--- config.mk ---
export PLATFORM = sky130hd
export DESIGN_NAME = mmtim_top
export DESIGN_NICKNAME = d
export VERILOG_FILES = /design/src/logic/mmtim_pkg.sv /design/src/logic/mmtim_top.sv
export VERILOG_INCLUDE_DIRS = /design/src /design/src/logic
export SDC_FILE = /design/constraint.sdc
export NUM_CORES = 1
export LEC_CHECK = 0
export ABC_AREA = 1
export BUFFER_PORTS_ARGS = -buffer_cell sky130_fd_sc_hd__buf_2
export CAP_MARGIN = 20
export CORE_UTILIZATION = 40
export CTS_CLUSTER_SIZE = 16
export DETAILED_ROUTE_END_ITERATION = 16
export PLACE_DENSITY_LB_ADDON = 0.08
export SLEW_MARGIN = 10
export SYNTH_ARGS = -nofsm -noshare
export SYNTH_HDL_FRONTEND = slang
export SYNTH_SLANG_ARGS = --single-unit
--- constraint.sdc ---
create_clock -name REF_CLK -period 4.1 [get_ports REF_CLK]
set_clock_uncertainty 0.1 [all_clocks]
set_input_delay 0.205 -clock REF_CLK [delete_from_list [all_inputs] [get_ports REF_CLK]]
set_output_delay 0.205 -clock REF_CLK [all_outputs]
set_load 0.1 [all_outputs]
--- src/logic/mmtim_defs.svh ---
// register map, field positions and reset values of the multimode timer unit
`ifndef MMTIM_DEFS_SVH
`define MMTIM_DEFS_SVH

`define MMTIM_OFF_X_MODE 8'h00
`define MMTIM_OFF_Y_MODE 8'h04
`define MMTIM_OFF_T1_MODE 8'h08
`define MMTIM_OFF_X_LOW 8'h0C
`define MMTIM_OFF_X_HIGH 8'h10
`define MMTIM_OFF_Y_LOW 8'h14
`define MMTIM_OFF_Y_HIGH 8'h18
`define MMTIM_OFF_T1 8'h1C
`define MMTIM_OFF_REQ 8'h20
`define MMTIM_OFF_CLK_CTL 8'h24

`define MMTIM_BIT_WRITE_CTL 0
`define MMTIM_BIT_Y_ROUTE 1
`define MMTIM_BIT_MODE_LO 4
`define MMTIM_BIT_MODE_HI 5
`define MMTIM_BIT_POL 6
`define MMTIM_BIT_STOP 7
`define MMTIM_BIT_T1_SEL_T2 0
`define MMTIM_BIT_SMALL_TIMER_OUT_PIN_POL 5
`define MMTIM_BIT_SMALL_TIMER_OUT_PIN_EN 6
`define MMTIM_BIT_T12_WRITE_CTL 7

`define MMTIM_CLK_X_DIV_LO 0
`define MMTIM_CLK_X_DIV_HI 1
`define MMTIM_CLK_Y_DIV_LO 2
`define MMTIM_CLK_Y_DIV_HI 3
`define MMTIM_CLK_X_ALT 4
`define MMTIM_CLK_T1_SUB 5

`define MMTIM_REQ_X 0
`define MMTIM_REQ_Y 1
`define MMTIM_REQ_T1 2
`define MMTIM_REQ_X_PIN 3
`define MMTIM_REQ_Y_PIN 4
`define MMTIM_REQ_W 5

`define MMTIM_RST_MODE 8'h00
`define MMTIM_RST_T16 16'hFFFF
`define MMTIM_RST_T1 8'hFF
`define MMTIM_RST_CLK_CTL 8'h00

`define MMTIM_SYNC_X 0
`define MMTIM_SYNC_Y 1
`define MMTIM_SYNC_ALT 2
`define MMTIM_SYNC_SUB 3

`endif

--- src/logic/mmtim_pkg.sv ---
// types shared by the multimode timer unit
`default_nettype none
package mmtim_pkg;

    typedef enum logic [1:0] {
        MMTIM_MD_TIMER,
        MMTIM_MD_ALT,
        MMTIM_MD_EVENT,
        MMTIM_MD_WIDTH
    } mmtim_mode_e;

    typedef struct packed {
        logic [15:0] cnt;
        logic [15:0] lat;
        logic [7:0] wr_tmp;
        logic [15:0] rd_tmp;
        logic out;
        logic oe_n;
    } mmtim_t16_s;

    typedef struct packed {
        logic ack;
        logic [31:0] rdat;
        logic [5:0] pre;
        logic [3:0] s1;
        logic [3:0] s2;
        logic [3:0] s3;
        logic sub_div;
        logic [7:0] xm;
        logic [7:0] ym;
        logic [7:0] tm;
        logic [7:0] clk_ctl;
        logic [4:0] req;
        mmtim_t16_s tx;
        mmtim_t16_s ty;
        logic [7:0] t1_cnt;
        logic [7:0] t1_lat;
        logic t1_out;
        logic t1_oe_n;
    } mmtim_state_s;

endpackage : mmtim_pkg
`default_nettype wire

--- src/logic/mmtim_top.sv ---
// multimode timer unit: 16-bit timers x and y, 8-bit timer 1, wishbone slave
//
// Behaviour
// - x and y are 16-bit down counters with 16-bit reload latches; timer 1 is 8-bit.
// - count to zero, underflow on next pulse, reload; divide ratio is n plus one.
// - request flags set by events, cleared by writing zero, never set by writing one.
// - each 16-bit timer picks one of four modes from mode bits 5:4.
// - x count stop bit 7 holds timer x in every mode.
// - y count stop bit 7 holds timer y in every mode.
// - x and y count system clock over 8, 16, 32, 64; x may use alternate clock.
// - timer mode underflow sets the request flag, reloads and keeps counting.
// - x pulse output mode inverts x pin on each underflow and sets x flag.
// - x toggle output starts high with polarity zero, low with polarity one.
// - x event mode counts pin edges chosen by polarity; underflow reloads, sets flag.
// - x width mode counts only while pin is at the selected level.
// - x width mode raises x pin request when pin returns to inactive level.
// - y low byte written first to temp; high write loads latch, counter if control zero.
// - x uses same low-then-high write and high-then-low snapshot read scheme.
// - y high byte read snapshots both bytes in timer and event modes; low read returns the snapshot.
// - y timer mode route bit 1 puts toggle on y pin, start level from polarity.
// - y period mode selected edge captures, reloads, raises y pin request.
// - y event mode counts rising edges with polarity zero, falling with one.
// - y width mode captures and reloads on every edge and raises y pin request.
// - timer 1 write control one updates latch only; zero updates both; resets zero.
// - toggle enable drives small timer pin; polarity one starts low, zero high.
// - timer 1 counts clock over 8 or sub clock over 2; underflow flags and reloads.
//
// The Wishbone interface to the registers and the register addresses were decided locally.
`include "mmtim_defs.svh"
`default_nettype none

module mmtim_top
    import mmtim_pkg::*;
#(
    parameter int ADR_W = 8
) (
    input wire logic REF_CLK, // system clock, 250 MHz
    input wire logic RST_N, // asynchronous reset, active low
    input wire logic WB_CYC_I, // bus cycle
    input wire logic WB_STB_I, // bus strobe
    input wire logic WB_WE_I, // write when high
    input wire logic [ADR_W-1:0] WB_ADR_I, // byte address
    input wire logic [3:0] WB_SEL_I, // byte lanes
    input wire logic [31:0] WB_DAT_I, // write data
    output logic [31:0] WB_DAT_O, // read data
    output logic WB_ACK_O, // transfer acknowledge
    input wire logic X_COUNTER_PIN_I, // x counter pin level
    output logic X_COUNTER_PIN_O, // x counter pin drive
    output logic X_COUNTER_PIN_OE_N, // low while x pin driven
    input wire logic Y_COUNTER_PIN_I, // y counter pin level
    output logic Y_COUNTER_PIN_O, // y counter pin drive
    output logic Y_COUNTER_PIN_OE_N, // low while y pin driven
    output logic SMALL_TIMER_OUT_PIN_O, // timer 1 toggle output
    output logic SMALL_TIMER_OUT_PIN_OE_N, // low while toggle output enabled
    input wire logic ALT_GENERATED_CLOCK, // alternate count source for x
    input wire logic SUB_CLOCK_INPUT, // sub clock, count source for timer 1
    output logic [4:0] TIMER_REQ // request flags, one per event
);

    if (ADR_W < 8 || ADR_W > 32) begin : g_bad_adr_w
        $error("mmtim_top: ADR_W must lie between 8 and 32");
    end

    mmtim_state_s q;
    mmtim_state_s d;

    // prescaler tap for one of the four divide ratios
    function automatic logic div_tick(input logic [5:0] pre, input logic [1:0] sel);
        logic t;
        t = 1'b0;
        unique case (sel)
            2'h0: t = &pre[2:0];
            2'h1: t = &pre[3:0];
            2'h2: t = &pre[4:0];
            2'h3: t = &pre;
        endcase
        return t;
    endfunction : div_tick

    // one count pulse of a 16-bit timer: {underflow, next count}
    function automatic logic [16:0] step16(input logic [15:0] cnt, input logic [15:0] lat);
        logic [16:0] r;
        r = (cnt == 16'h0000) ? {1'b1, lat} : {1'b0, cnt - 16'h0001};
        return r;
    endfunction : step16

    function automatic logic [8:0] step8(input logic [7:0] cnt, input logic [7:0] lat);
        logic [8:0] r;
        r = (cnt == 8'h00) ? {1'b1, lat} : {1'b0, cnt - 8'h01};
        return r;
    endfunction : step8

    logic hit;
    logic [7:0] a8;
    logic [7:0] wb;
    logic rd;
    logic wr;
    logic [3:0] rise;
    logic [3:0] fall;
    logic [4:0] set;
    logic [4:0] keep;
    mmtim_mode_e xmd;
    mmtim_mode_e ymd;
    logic xpol;
    logic ypol;
    logic xsrc;
    logic ysrc;
    logic xp;
    logic yp;
    logic yedge;
    logic t1p;
    logic [16:0] s16;
    logic [8:0] s8;

    always_comb begin
        d = q;
        set = 5'h00;
        keep = 5'h1F;
        s16 = 17'h00000;
        s8 = 9'h000;

        // bus decode: one wait state, unmapped reads return zero
        a8 = WB_ADR_I[7:0];
        hit = (WB_ADR_I >> 8) == '0;
        wb = WB_DAT_I[7:0];
        rd = WB_CYC_I & WB_STB_I & ~q.ack & ~WB_WE_I;
        wr = WB_CYC_I & WB_STB_I & ~q.ack & WB_WE_I & WB_SEL_I[0] & hit;
        d.ack = WB_CYC_I & WB_STB_I & ~q.ack;
        d.rdat = 32'h00000000;

        // free running system clock prescaler
        d.pre = q.pre + 6'h01;

        // two-stage synchronisers, third stage only for edge detection
        d.s1 = {SUB_CLOCK_INPUT, ALT_GENERATED_CLOCK, Y_COUNTER_PIN_I, X_COUNTER_PIN_I};
        d.s2 = q.s1;
        d.s3 = q.s2;
        rise = q.s2 & ~q.s3;
        fall = ~q.s2 & q.s3;

        xmd = mmtim_mode_e'(q.xm[`MMTIM_BIT_MODE_HI:`MMTIM_BIT_MODE_LO]);
        ymd = mmtim_mode_e'(q.ym[`MMTIM_BIT_MODE_HI:`MMTIM_BIT_MODE_LO]);
        xpol = q.xm[`MMTIM_BIT_POL];
        ypol = q.ym[`MMTIM_BIT_POL];

        // timer x
        xsrc = q.clk_ctl[`MMTIM_CLK_X_ALT] ? rise[`MMTIM_SYNC_ALT]
             : div_tick(q.pre, q.clk_ctl[`MMTIM_CLK_X_DIV_HI:`MMTIM_CLK_X_DIV_LO]);
        xp = 1'b0;
        unique case (xmd)
            MMTIM_MD_TIMER: xp = xsrc;
            MMTIM_MD_ALT: xp = xsrc;
            MMTIM_MD_EVENT: xp = xpol ? fall[`MMTIM_SYNC_X] : rise[`MMTIM_SYNC_X];
            MMTIM_MD_WIDTH: xp = xsrc & (q.s2[`MMTIM_SYNC_X] == ~xpol);
        endcase
        if (xp && !q.xm[`MMTIM_BIT_STOP]) begin
            s16 = step16(q.tx.cnt, q.tx.lat);
            d.tx.cnt = s16[15:0];
            if (s16[16]) begin
                set[`MMTIM_REQ_X] = 1'b1;
                if (xmd == MMTIM_MD_ALT) begin
                    d.tx.out = ~q.tx.out;
                end
            end
        end
        // end of the measured pulse, flagged even while stopped
        if (xmd == MMTIM_MD_WIDTH && (xpol ? rise[`MMTIM_SYNC_X] : fall[`MMTIM_SYNC_X])) begin
            set[`MMTIM_REQ_X_PIN] = 1'b1;
        end
        d.tx.oe_n = (xmd != MMTIM_MD_ALT);

        // timer y
        ysrc = div_tick(q.pre, q.clk_ctl[`MMTIM_CLK_Y_DIV_HI:`MMTIM_CLK_Y_DIV_LO]);
        yp = 1'b0;
        yedge = 1'b0;
        unique case (ymd)
            MMTIM_MD_TIMER: yp = ysrc;
            MMTIM_MD_ALT: begin
                yp = ysrc;
                yedge = ypol ? rise[`MMTIM_SYNC_Y] : fall[`MMTIM_SYNC_Y];
            end
            MMTIM_MD_EVENT: yp = ypol ? fall[`MMTIM_SYNC_Y] : rise[`MMTIM_SYNC_Y];
            MMTIM_MD_WIDTH: begin
                yp = ysrc;
                yedge = rise[`MMTIM_SYNC_Y] | fall[`MMTIM_SYNC_Y];
            end
        endcase
        if (!q.ym[`MMTIM_BIT_STOP]) begin
            // a capture edge wins over a count pulse in the same cycle
            if (yedge) begin
                d.ty.rd_tmp = q.ty.cnt;
                d.ty.cnt = q.ty.lat;
                set[`MMTIM_REQ_Y_PIN] = 1'b1;
            end else if (yp) begin
                s16 = step16(q.ty.cnt, q.ty.lat);
                d.ty.cnt = s16[15:0];
                if (s16[16]) begin
                    set[`MMTIM_REQ_Y] = 1'b1;
                    if (ymd == MMTIM_MD_TIMER) begin
                        d.ty.out = ~q.ty.out;
                    end
                end
            end
        end
        d.ty.oe_n = ~((ymd == MMTIM_MD_TIMER) & q.ym[`MMTIM_BIT_Y_ROUTE]);

        // timer 1: sub clock halved by counting every second rising edge
        if (rise[`MMTIM_SYNC_SUB]) begin
            d.sub_div = ~q.sub_div;
        end
        t1p = q.clk_ctl[`MMTIM_CLK_T1_SUB] ? (rise[`MMTIM_SYNC_SUB] & q.sub_div)
            : div_tick(q.pre, 2'h0);
        if (t1p) begin
            s8 = step8(q.t1_cnt, q.t1_lat);
            d.t1_cnt = s8[7:0];
            if (s8[8]) begin
                set[`MMTIM_REQ_T1] = 1'b1;
                if (q.tm[`MMTIM_BIT_SMALL_TIMER_OUT_PIN_EN] && !q.tm[`MMTIM_BIT_T1_SEL_T2]) begin
                    d.t1_out = ~q.t1_out;
                end
            end
        end
        d.t1_oe_n = ~q.tm[`MMTIM_BIT_SMALL_TIMER_OUT_PIN_EN];

        // register writes come last so they override counting in the same cycle
        if (wr) begin
            unique case (a8)
                `MMTIM_OFF_X_MODE: begin
                    d.xm = wb;
                    d.tx.out = ~wb[`MMTIM_BIT_POL];
                end
                `MMTIM_OFF_Y_MODE: begin
                    d.ym = wb;
                    d.ty.out = ~wb[`MMTIM_BIT_POL];
                end
                `MMTIM_OFF_T1_MODE: begin
                    d.tm = wb;
                    d.t1_out = ~wb[`MMTIM_BIT_SMALL_TIMER_OUT_PIN_POL];
                end
                `MMTIM_OFF_X_LOW: d.tx.wr_tmp = wb;
                `MMTIM_OFF_X_HIGH: begin
                    d.tx.lat = {wb, q.tx.wr_tmp};
                    if (!q.xm[`MMTIM_BIT_WRITE_CTL]) begin
                        d.tx.cnt = {wb, q.tx.wr_tmp};
                    end
                end
                `MMTIM_OFF_Y_LOW: d.ty.wr_tmp = wb;
                `MMTIM_OFF_Y_HIGH: begin
                    d.ty.lat = {wb, q.ty.wr_tmp};
                    if (!q.ym[`MMTIM_BIT_WRITE_CTL]) begin
                        d.ty.cnt = {wb, q.ty.wr_tmp};
                    end
                end
                `MMTIM_OFF_T1: begin
                    d.t1_lat = wb;
                    if (!q.tm[`MMTIM_BIT_T12_WRITE_CTL]) begin
                        d.t1_cnt = wb;
                    end
                end
                `MMTIM_OFF_REQ: keep = wb[4:0];
                `MMTIM_OFF_CLK_CTL: d.clk_ctl = wb;
                default: ;
            endcase
        end

        // a zero written clears, a one leaves the flag; a new event wins
        d.req = (q.req & keep) | set;

        // reads; the high byte read snapshots the live count, for y only in timer and event modes
        if (rd && hit) begin
            unique case (a8)
                `MMTIM_OFF_X_MODE: d.rdat = {24'h000000, q.xm};
                `MMTIM_OFF_Y_MODE: d.rdat = {24'h000000, q.ym};
                `MMTIM_OFF_T1_MODE: d.rdat = {24'h000000, q.tm};
                `MMTIM_OFF_X_LOW: d.rdat = {24'h000000, q.tx.rd_tmp[7:0]};
                `MMTIM_OFF_X_HIGH: begin
                    d.tx.rd_tmp = q.tx.cnt;
                    d.rdat = {24'h000000, q.tx.cnt[15:8]};
                end
                `MMTIM_OFF_Y_LOW: d.rdat = {24'h000000, q.ty.rd_tmp[7:0]};
                `MMTIM_OFF_Y_HIGH: begin
                    // measurement modes keep the edge capture instead of a snapshot
                    if (ymd == MMTIM_MD_TIMER || ymd == MMTIM_MD_EVENT) begin
                        d.ty.rd_tmp = q.ty.cnt;
                        d.rdat = {24'h000000, q.ty.cnt[15:8]};
                    end else begin
                        d.rdat = {24'h000000, q.ty.rd_tmp[15:8]};
                    end
                end
                `MMTIM_OFF_T1: d.rdat = {24'h000000, q.t1_cnt};
                `MMTIM_OFF_REQ: d.rdat = {27'h0000000, q.req};
                `MMTIM_OFF_CLK_CTL: d.rdat = {24'h000000, q.clk_ctl};
                default: d.rdat = 32'h00000000;
            endcase
        end
    end

    always_ff @(posedge REF_CLK or negedge RST_N) begin
        if (!RST_N) begin
            q.ack <= 1'b0;
            q.rdat <= 32'h00000000;
            q.pre <= 6'h00;
            q.s1 <= 4'h0;
            q.s2 <= 4'h0;
            q.s3 <= 4'h0;
            q.sub_div <= 1'b0;
            q.xm <= `MMTIM_RST_MODE;
            q.ym <= `MMTIM_RST_MODE;
            q.tm <= `MMTIM_RST_MODE;
            q.clk_ctl <= `MMTIM_RST_CLK_CTL;
            q.req <= 5'h00;
            q.tx.cnt <= `MMTIM_RST_T16;
            q.tx.lat <= `MMTIM_RST_T16;
            q.tx.wr_tmp <= 8'h00;
            q.tx.rd_tmp <= 16'h0000;
            q.tx.out <= 1'b1;
            q.tx.oe_n <= 1'b1;
            q.ty.cnt <= `MMTIM_RST_T16;
            q.ty.lat <= `MMTIM_RST_T16;
            q.ty.wr_tmp <= 8'h00;
            q.ty.rd_tmp <= 16'h0000;
            q.ty.out <= 1'b1;
            q.ty.oe_n <= 1'b1;
            q.t1_cnt <= `MMTIM_RST_T1;
            q.t1_lat <= `MMTIM_RST_T1;
            q.t1_out <= 1'b1;
            q.t1_oe_n <= 1'b1;
        end else begin
            q <= d;
        end
    end

    assign WB_ACK_O = q.ack;
    assign WB_DAT_O = q.rdat;
    assign X_COUNTER_PIN_O = q.tx.out;
    assign X_COUNTER_PIN_OE_N = q.tx.oe_n;
    assign Y_COUNTER_PIN_O = q.ty.out;
    assign Y_COUNTER_PIN_OE_N = q.ty.oe_n;
    assign SMALL_TIMER_OUT_PIN_O = q.t1_out;
    assign SMALL_TIMER_OUT_PIN_OE_N = q.t1_oe_n;
    assign TIMER_REQ = q.req;

endmodule : mmtim_top
`default_nettype wire

==> run_results.csv, run 1 <==
group,metric,value,unit
status,status,"completed",
synthesis,yosys_warnings,0,
finish,area_growth,8.777,%
worst_setup_path,critical_path.slowest_cell,"dfrtp_1",
sta,drv_slew,0,
detailed_routing,drc,0,
clock_network,cts_num_sinks,191,
sta,final.min_clock_period,2.864,ns
global_route,grt_max_degree,102,
worst_setup_path,cp-start-kind,"register",
worst_setup_path,ff2ff_path_depth,9,
worst_setup_path,r2r_start,"q[159]",
synthesis,ys_top_cells_by_area,"dfrtp_1 25%, dfstp_2 21%, nand2_1 13%",
synthesis,synth_most_common_cell,"nand2_1",
detailed_routing,viasPerCell,5.043,
hold_path,hold_end,"q[75]",
detailed_routing,routed_wirelength,31190,um
worst_setup_path,max_stage_delay,0.75,ns
clock_network,hold_buffers,11,
detailed_routing,drtAntennaViolNets,0,
finish,fin_nets,1451,
synthesis,syn_inst,1359,
worst_setup_path,crit_family,"simple AND/OR/NAND/NOR gates",
worst_setup_path,path_class,"register to register",
global_route,grt_overflow,0,
clock_network,cts_tree,"yes",
synthesis,ys_seq_area_share,45.95,%
sta,slew_headroom,38.97,%
synthesis,synthesis.area_per_instance,7.826,sq um
die,start_util,40.81,%
die,io_pins,97,
finish,diodes,0,
placement,place.port_buffers,45,
sta,worst_pin_slew,0.9133,ns
worst_setup_path,reg2reg_setup_slack,1.24,ns
global_route,antenna_found_initial,1,
synthesis,yosys-top-cells-count,"379 x nand2_1, 141 x inv_1, 132 x o21ai_0, 119 x nor2_1, 105 x dfrtp_1",
worst_setup_path,arrival,3.14,ns
synthesis,synth_top_area_cell,"dfrtp_1",
detailed_routing,drt_pass1_iterations,5,
placement,routabilityCongestion,0.8918,
synthesis,synth_top_area_share,24.71,%
synthesis,ys_ff_latch,191,
detailed_routing,wire_per_inst,17.98,um
power_and_ir_drop,cellPowerDensity,389.1,nW/um^2
worst_setup_path,r2r-end,"q[66]",
worst_setup_path,cp-startpoint,"q[159]",
detailed_routing,drt_first_iter_violations,546,
clock_network,cts_root_buffer,"clkbuf_16",
die,die_x,165.1,um
global_route,grt_pass1_vias,8260,
clock_network,clk_latency,0.45,ns
sta,hold_violations,0,
worst_setup_path,cp_cell_sequence,"inv_2 -> nand2_1 -> nand3_1 -> nand2_2 -> nor2_1 -> nor2_2 -> nand2_1 -> nand3_1 -> a21oi_2",
power_and_ir_drop,vdd_drop_max,0.2220,mV
clock_network,numCtsBuffers,17,
synthesis,ys_async_sr_fraction,100.0,%
worst_setup_path,crit_path_end_kind,"register",
synthesis,synth_edf_count,0,
clock_network,cts_setup_buffers,0,
worst_setup_path,cp.depth,9,
power_and_ir_drop,power,0.004501,W
hold_path,holdPathStages,3,
sta,fin_crit_sh,69.86,%
die,core-area,26060,sq um
clock_network,ctsResizeCount,0,
global_route,grt_first_pass_wirelength,48220,um
power_and_ir_drop,power.leakage,5.504,nW
detailed_routing,num_vias,8750,
finish,fillCellCount,2718,
die,fp.dieH,165.1,um
synthesis,yosys.cell_types.count,48,
synthesis,syn_area,10640,sq um
hold_path,worstHoldPathType,"input port to register",
clock_network,clock_path_buffers,2,
placement,hpwlAfterDp,22180,um
finish,drive_gt1_share,17.71,%
clock_network,htreeDepth,4,
sta,finalSetupViolations,0,
global_route,grt_use_total,23.89,%
worst_setup_path,crit_buf_inv,1,
die,rows,59,
worst_setup_path,worstPathRequired,4.38,ns
sta,max_freq,349.1,MHz
sta,finalSetupTns,0,ns
flow_run,maxCapViolCount,0,
worst_setup_path,cp_max_fo,18,
synthesis,ys.flop_type,"dfrtp_1",
hold_path,holdCritStartpoint,"WB_DAT_I[7]",
die,die_area,27240,sq um
sta,rsz0062_at_grt,"false",
sta,hold_slack,0.02295,ns
clock_network,clk_pin_slew_worst_paths,0.08,ns
[flip-flops by register name (all words and copies together) (netlist names)]
register / cells
q: 163
WB_DAT_O: 8
d: 8
TIMER_REQ: 5
SMALL_TIMER_OUT_PIN_O: 1
SMALL_TIMER_OUT_PIN_OE_N: 1
WB_ACK_O: 1
X_COUNTER_PIN_O: 1
X_COUNTER_PIN_OE_N: 1
Y_COUNTER_PIN_O: 1
Y_COUNTER_PIN_OE_N: 1
[where the power goes]
part / leakage (nW) / switching, W / internal [W] / total [W]
sequential: 2.20 / 0.000118 / 0.00205 / 0.00217
clock: 0.256 / 0.000791 / 0.000848 / 0.00164
combinational: 3.04 / 0.000507 / 0.000190 / 0.000697
total: 5.50 / 0.00142 / 0.00309 / 0.00450
[area by class of cell]
cell class | instances | area [sq um] | area share [%]
sequential | 191 | 4887 | 42.25
multi-input combinational | 962 | 4742 | 40.99
inverter | 154 | 586.8 | 5.072
clock buffer | 21 | 440.4 | 3.807
tap | 335 | 419.2 | 3.623
timing repair buffer | 61 | 381.6 | 3.299
clock inverter | 11 | 111.4 | 0.9626
[cells by family after synthesis]
family                     after synthesis  share of synthesized area, %
and+or+nand+nor                        642                         26.51
AOI/OAI and AO/OA                      258                         13.51
buffers and inverters                  229                         10.27
DFF                                    191                         45.95
xor gates and xnor gates                18                         1.482
adders and majority gates               11                         1.294
muxes                                    9                        0.9530
other                                    1                       0.03526
[per-layer routing]
metal	part of all wire [%]	up-vias	global-route usage [%]	wire, um
li1	-	4365	-	-
met1	48	4195	32.33	14870
met2	47	161	39.81	14800
met3	2.9	29	2.797	905
met4	2.0	0	7.423	618
met5	0	-	0	0
[worst reg2reg max path: cells and delay by family (launching register included)]
kind            cells  cell delay (ns)
compound gates      1             0.06
buf+inv             1             0.16
simple gates        7             1.74
flops               1             0.75
[how the worst max path moves through the flow]
| stage | endpoint | slack (ns) |
|---|---|---|
| global route | q[28] | 0.95 |
| CTS | q[66] | 1.20 |
| detailed placement | q[66] | 1.24 |
| floorplan | q[106] | 1.96 |
| global placement | q[66] | 1.27 |
| finish | q[66] | 1.24 |
[per-stage QoR]
stage          area (sq um)  setup WS [ns]  util, %  instances
2_1_floorplan         10720          1.964        -       1382
3_3_place_gp          10910          1.268    41.85       1692
3_5_place_dp          10910          1.241    41.85       1692
4_1_cts               11570          1.196    44.39       1735
5_1_grt               11570         0.9529    44.39       1735
6_report              11570          1.236    44.39       1735
[layout by cell type (no fill, tap or decap), drive strengths merged]
cell type	Yosys	routed
a22o	1	1
a41oi	3	3
o211ai	3	3
nor2	145	145
clkinv	2	5
xnor2	5	5
o221ai	2	2
dfstp	86	86
clkinvlp	0	4
conb	1	24
a221oi	1	1
dfrtp	105	105
buf	67	49
inv	152	155
nand2	391	391
xor2	13	13
mux2	9	9
a21oi	80	80
a31oi	3	3
o22ai	12	12
o31ai	5	5
clkbuf	8	22
ha	11	11
nand3	82	82
or2	5	5
nand4	16	16
o21ai	147	147
nor3	3	3
a32o	1	1
dlygate4sd3	0	11
bufinv	0	1
(Power assumes the default switching activity.)
==> run 2: changes to the inputs <==
ABC_AREA = 0   (was 1)
clock period = 2.5 ns   (was 4.1 ns; I/O delays follow)
==> run_results.csv, run 2 <==
group,metric,value,unit
worst_setup_path,critical_path.slowest_cell,"dfrtp_1",
power_and_ir_drop,power,0.007496,W
synthesis,synth_edf_count,0,
finish,area_growth,16.33,%
worst_setup_path,cp-start-kind,"register",
worst_setup_path,crit_path_end_kind,"register",
finish,mostFrequentLayoutCell,"dfrtp_1",
synthesis,syn_area,10300,sq um
global_route,grt_max_degree,76,
worst_setup_path,endpoint,"q[65]",
detailed_routing,wire_per_inst,22.32,um
worst_setup_path,worstPathRequired,2.77,ns
worst_setup_path,arrival,2.73,ns
synthesis,synth_top_area_cell,"dfrtp_1",
finish,layout_common_cells,"105 x dfrtp_1, 100 x mux2_2, 86 x dfstp_2, 83 x nand2_1, 79 x buf_4",
hold_path,worstHoldPathType,"input port to register",
sta,finalSetupViolations,0,
detailed_routing,drt_pass1_iterations,5,
synthesis,syn_inst,981,
die,rows,58,
sta,rsz0062_at_grt,"true",
power_and_ir_drop,vdd_drop_max,0.4565,mV
worst_setup_path,reg2reg_setup_slack,0.04,ns
worst_setup_path,cp_cell_sequence,"ha_4 -> buf_4 -> ha_2 -> mux2i_1 -> nor3_2 -> nor3_2 -> buf_4 -> o21ai_4 -> a32o_2 -> or3_1",
worst_setup_path,crit_family,"simple AND/OR/NAND/NOR gates",
placement,place.port_buffers,45,
die,die_x,162.4,um
detailed_routing,viasPerCell,5.695,
detailed_routing,drtAntennaViolNets,0,
clock_network,htreeDepth,4,
power_and_ir_drop,p_sw,0.002208,W
finish,drive_gt1_share,36.50,%
global_route,grt_overflow,0,
die,fp.dieH,162.4,um
synthesis,synth_xor_area_share,1.021,%
clock_network,clk_latency,0.45,ns
die,start_util,40.89,%
finish,regMostFlops,"q",
worst_setup_path,cp-startpoint,"q[184]",
global_route,antenna_found_initial,0,
worst_setup_path,crit_buf_inv,2,
finish,diodes,0,
sta,final.min_clock_period,2.463,ns
finish,final_area,11980,sq um
worst_setup_path,path_class,"register to register",
worst_setup_path,r2r_start,"q[184]",
sta,fin_crit_sh,98.50,%
clock_network,clock_path_buffers,2,
clock_network,cts_num_sinks,191,
synthesis,ys_async_sr_fraction,100.0,%
sta,worst_pin_slew,0.6502,ns
sta,max_freq,406.1,MHz
power_and_ir_drop,clkPwrFrac,39.5,%
synthesis,synth_most_common_cell,"dfrtp_1",
die,core-area,25180,sq um
synthesis,ys_top_cells_by_area,"dfrtp_1 26%, dfstp_2 22%, mux2_2 11%",
global_route,grt_pass1_vias,7765,
placement,routabilityCongestion,0.9142,
clock_network,cts_root_buffer,"clkbuf_16",
global_route,grt_first_pass_wirelength,48450,um
global_route,grt_use_total,24.68,%
finish,largest_register_ffs,163,
worst_setup_path,cp_max_fo,7,
synthesis,synth_top_family_by_area,"simple AND/OR/NAND/NOR gates",
synthesis,yosys-top-cells-count,"105 x dfrtp_1, 100 x mux2_2, 86 x dfstp_2, 83 x nand2_1, 59 x o21ai_0",
power_and_ir_drop,cellPowerDensity,625.9,nW/um^2
clock_network,cts_tree,"yes",
sta,hold_violations,0,
synthesis,yosys.cell_types.count,83,
power_and_ir_drop,power_frac_comb,14.4,%
synthesis,synth_top_area_share,25.52,%
synthesis,synth-simple-area-share,16.45,%
worst_setup_path,ff2ff_path_depth,10,
synthesis,synthAdderAreaFrac,1.337,%
clock_network,numCtsBuffers,17,
detailed_routing,drc,0,
worst_setup_path,r2r-end,"q[65]",
power_and_ir_drop,swShare,29.46,%
finish,fillCellCount,2357,
synthesis,ys.flop_type,"dfrtp_1",
flow_run,maxCapViolCount,0,
finish,layout.cells.non_filler,1404,
finish,fin_nets,1125,
hold_path,holdPathStages,3,
detailed_routing,num_vias,7996,
clock_network,clk_pin_slew_worst_paths,0.07,ns
synthesis,yosys_warnings,0,
die,die_area,26390,sq um
detailed_routing,routed_wirelength,31330,um
synthesis,ys_ff_latch,191,
power_and_ir_drop,seqPwrFrac,46.1,%
worst_setup_path,max_stage_delay,0.42,ns
synthesis,synthesis.area_per_instance,10.50,sq um
sta,slew_headroom,56.65,%
placement,hpwlAfterDp,21640,um
die,io_pins,97,
worst_setup_path,cp.depth,10,
power_and_ir_drop,p_int,0.005288,W
synthesis,synth_mux_area_share,13.77,%
status,status,"completed",
placement,placed_area,11160,sq um
synthesis,ys_seq_area_share,47.47,%
placement,placed_cells,1364,
sta,drv_slew,0,
power_and_ir_drop,power.leakage,5.195,nW
synthesis,synth-compound-area-share,13.80,%
detailed_routing,drt_first_iter_violations,517,
==> run 2: changes by cell type in the layout (fill, tap and decap cells not counted), sizes merged, moves of 23 or more <==
cell / previous run / this run
a21oi: 80 / 36
a31oi: 3 / 26
buf: 49 / 128
inv: 155 / 26
mux2: 9 / 105
nand2: 391 / 84
nand3: 82 / 34
nor2: 145 / 56
nor3: 3 / 33
o21ai: 147 / 72
==> run 2: worst min path at each step <==
| stage | start | end |
|---|---|---|
| after floorplan | RST_N | TIMER_REQ[0] |
| after global placement | RST_N | d[179] |
| after detailed placement | RST_N | d[179] |
| after CTS | WB_DAT_I[3] | q[129] |
| after global routing | WB_DAT_I[3] | q[129] |
| final | WB_DAT_I[0] | q[126] |
==> run 2: cell type report <==
cell class | count | area, sq um | share of cell area, %
Clock inverter | 14 | 197.7 | 1.650
Timing Repair Buffer | 136 | 988.4 | 8.252
Clock buffer | 18 | 439.2 | 3.667
Inverter | 21 | 78.83 | 0.6581
Tap cell | 330 | 412.9 | 3.447
Sequential cell | 191 | 4887 | 40.80
Multi-Input combinational cell | 694 | 4974 | 41.52
==> run 2: power groups by stage <==
stage / sequential, W / combinational [W] / clock (W)
3_5_place_dp: 0.00350 / 0.00107 / 0
4_1_cts: 0.00345 / 0.00108 / 0.00303
5_1_grt: 0.00347 / 0.00118 / 0.00314
6_report: 0.00345 / 0.00108 / 0.00296
3_3_place_gp: 0.00350 / 0.00106 / 0
2_1_floorplan: 0.00342 / 0.000769 / 0
==> run 2: timing repair <==
item / 4_1_cts / 5_1_grt
pin swaps: 2 / 7
setup buffers: 0 / 1
hold endpoints to repair: 49 / 0
gates resized for setup: 10 / 10
endpoints found under the setup margin: 26 / 11
hold buffers: 7 / 0
==> run 2: cell families after synthesis <==
group,count (synthesis)
flops,191
xor+xnor,12
mux,126
buf+inv,119
other cells,1
fa+ha+maj,11
compound gates,214
simple gates,307
==> run 2: through the flow <==
step / util (%) / setup slack, ns / TNS, ns / hold WS [ns]
finish: 47.57 / 0.03739 / 0 / 0.02358
global route: 47.57 / -0.02334 / -0.02334 / 0.02017
CTS: 47.33 / 0.004828 / 0 / 0.007866
detailed placement: 44.31 / -0.06853 / -0.3924 / 0.1045
global placement: 44.31 / 0.01385 / 0 / 0.09717
floorplan: - / 0.008094 / 0 / -0.2706
==> run 2: metal layers <==
metal | GRT usage [%] | up-vias | part of all wire, %
met5 | 0 | - | 0
met4 | 8.319 | 0 | 2.2
li1 | - | 3702 | -
met3 | 3.030 | 41 | 4.5
met1 | 35.97 | 4005 | 49
met2 | 37.70 | 248 | 45
==> run 2: worst min-delay path, stage by stage <==
cell     delay (ns)
buf_2          0.27
nand2_1        0.11
o21ai_1        0.05
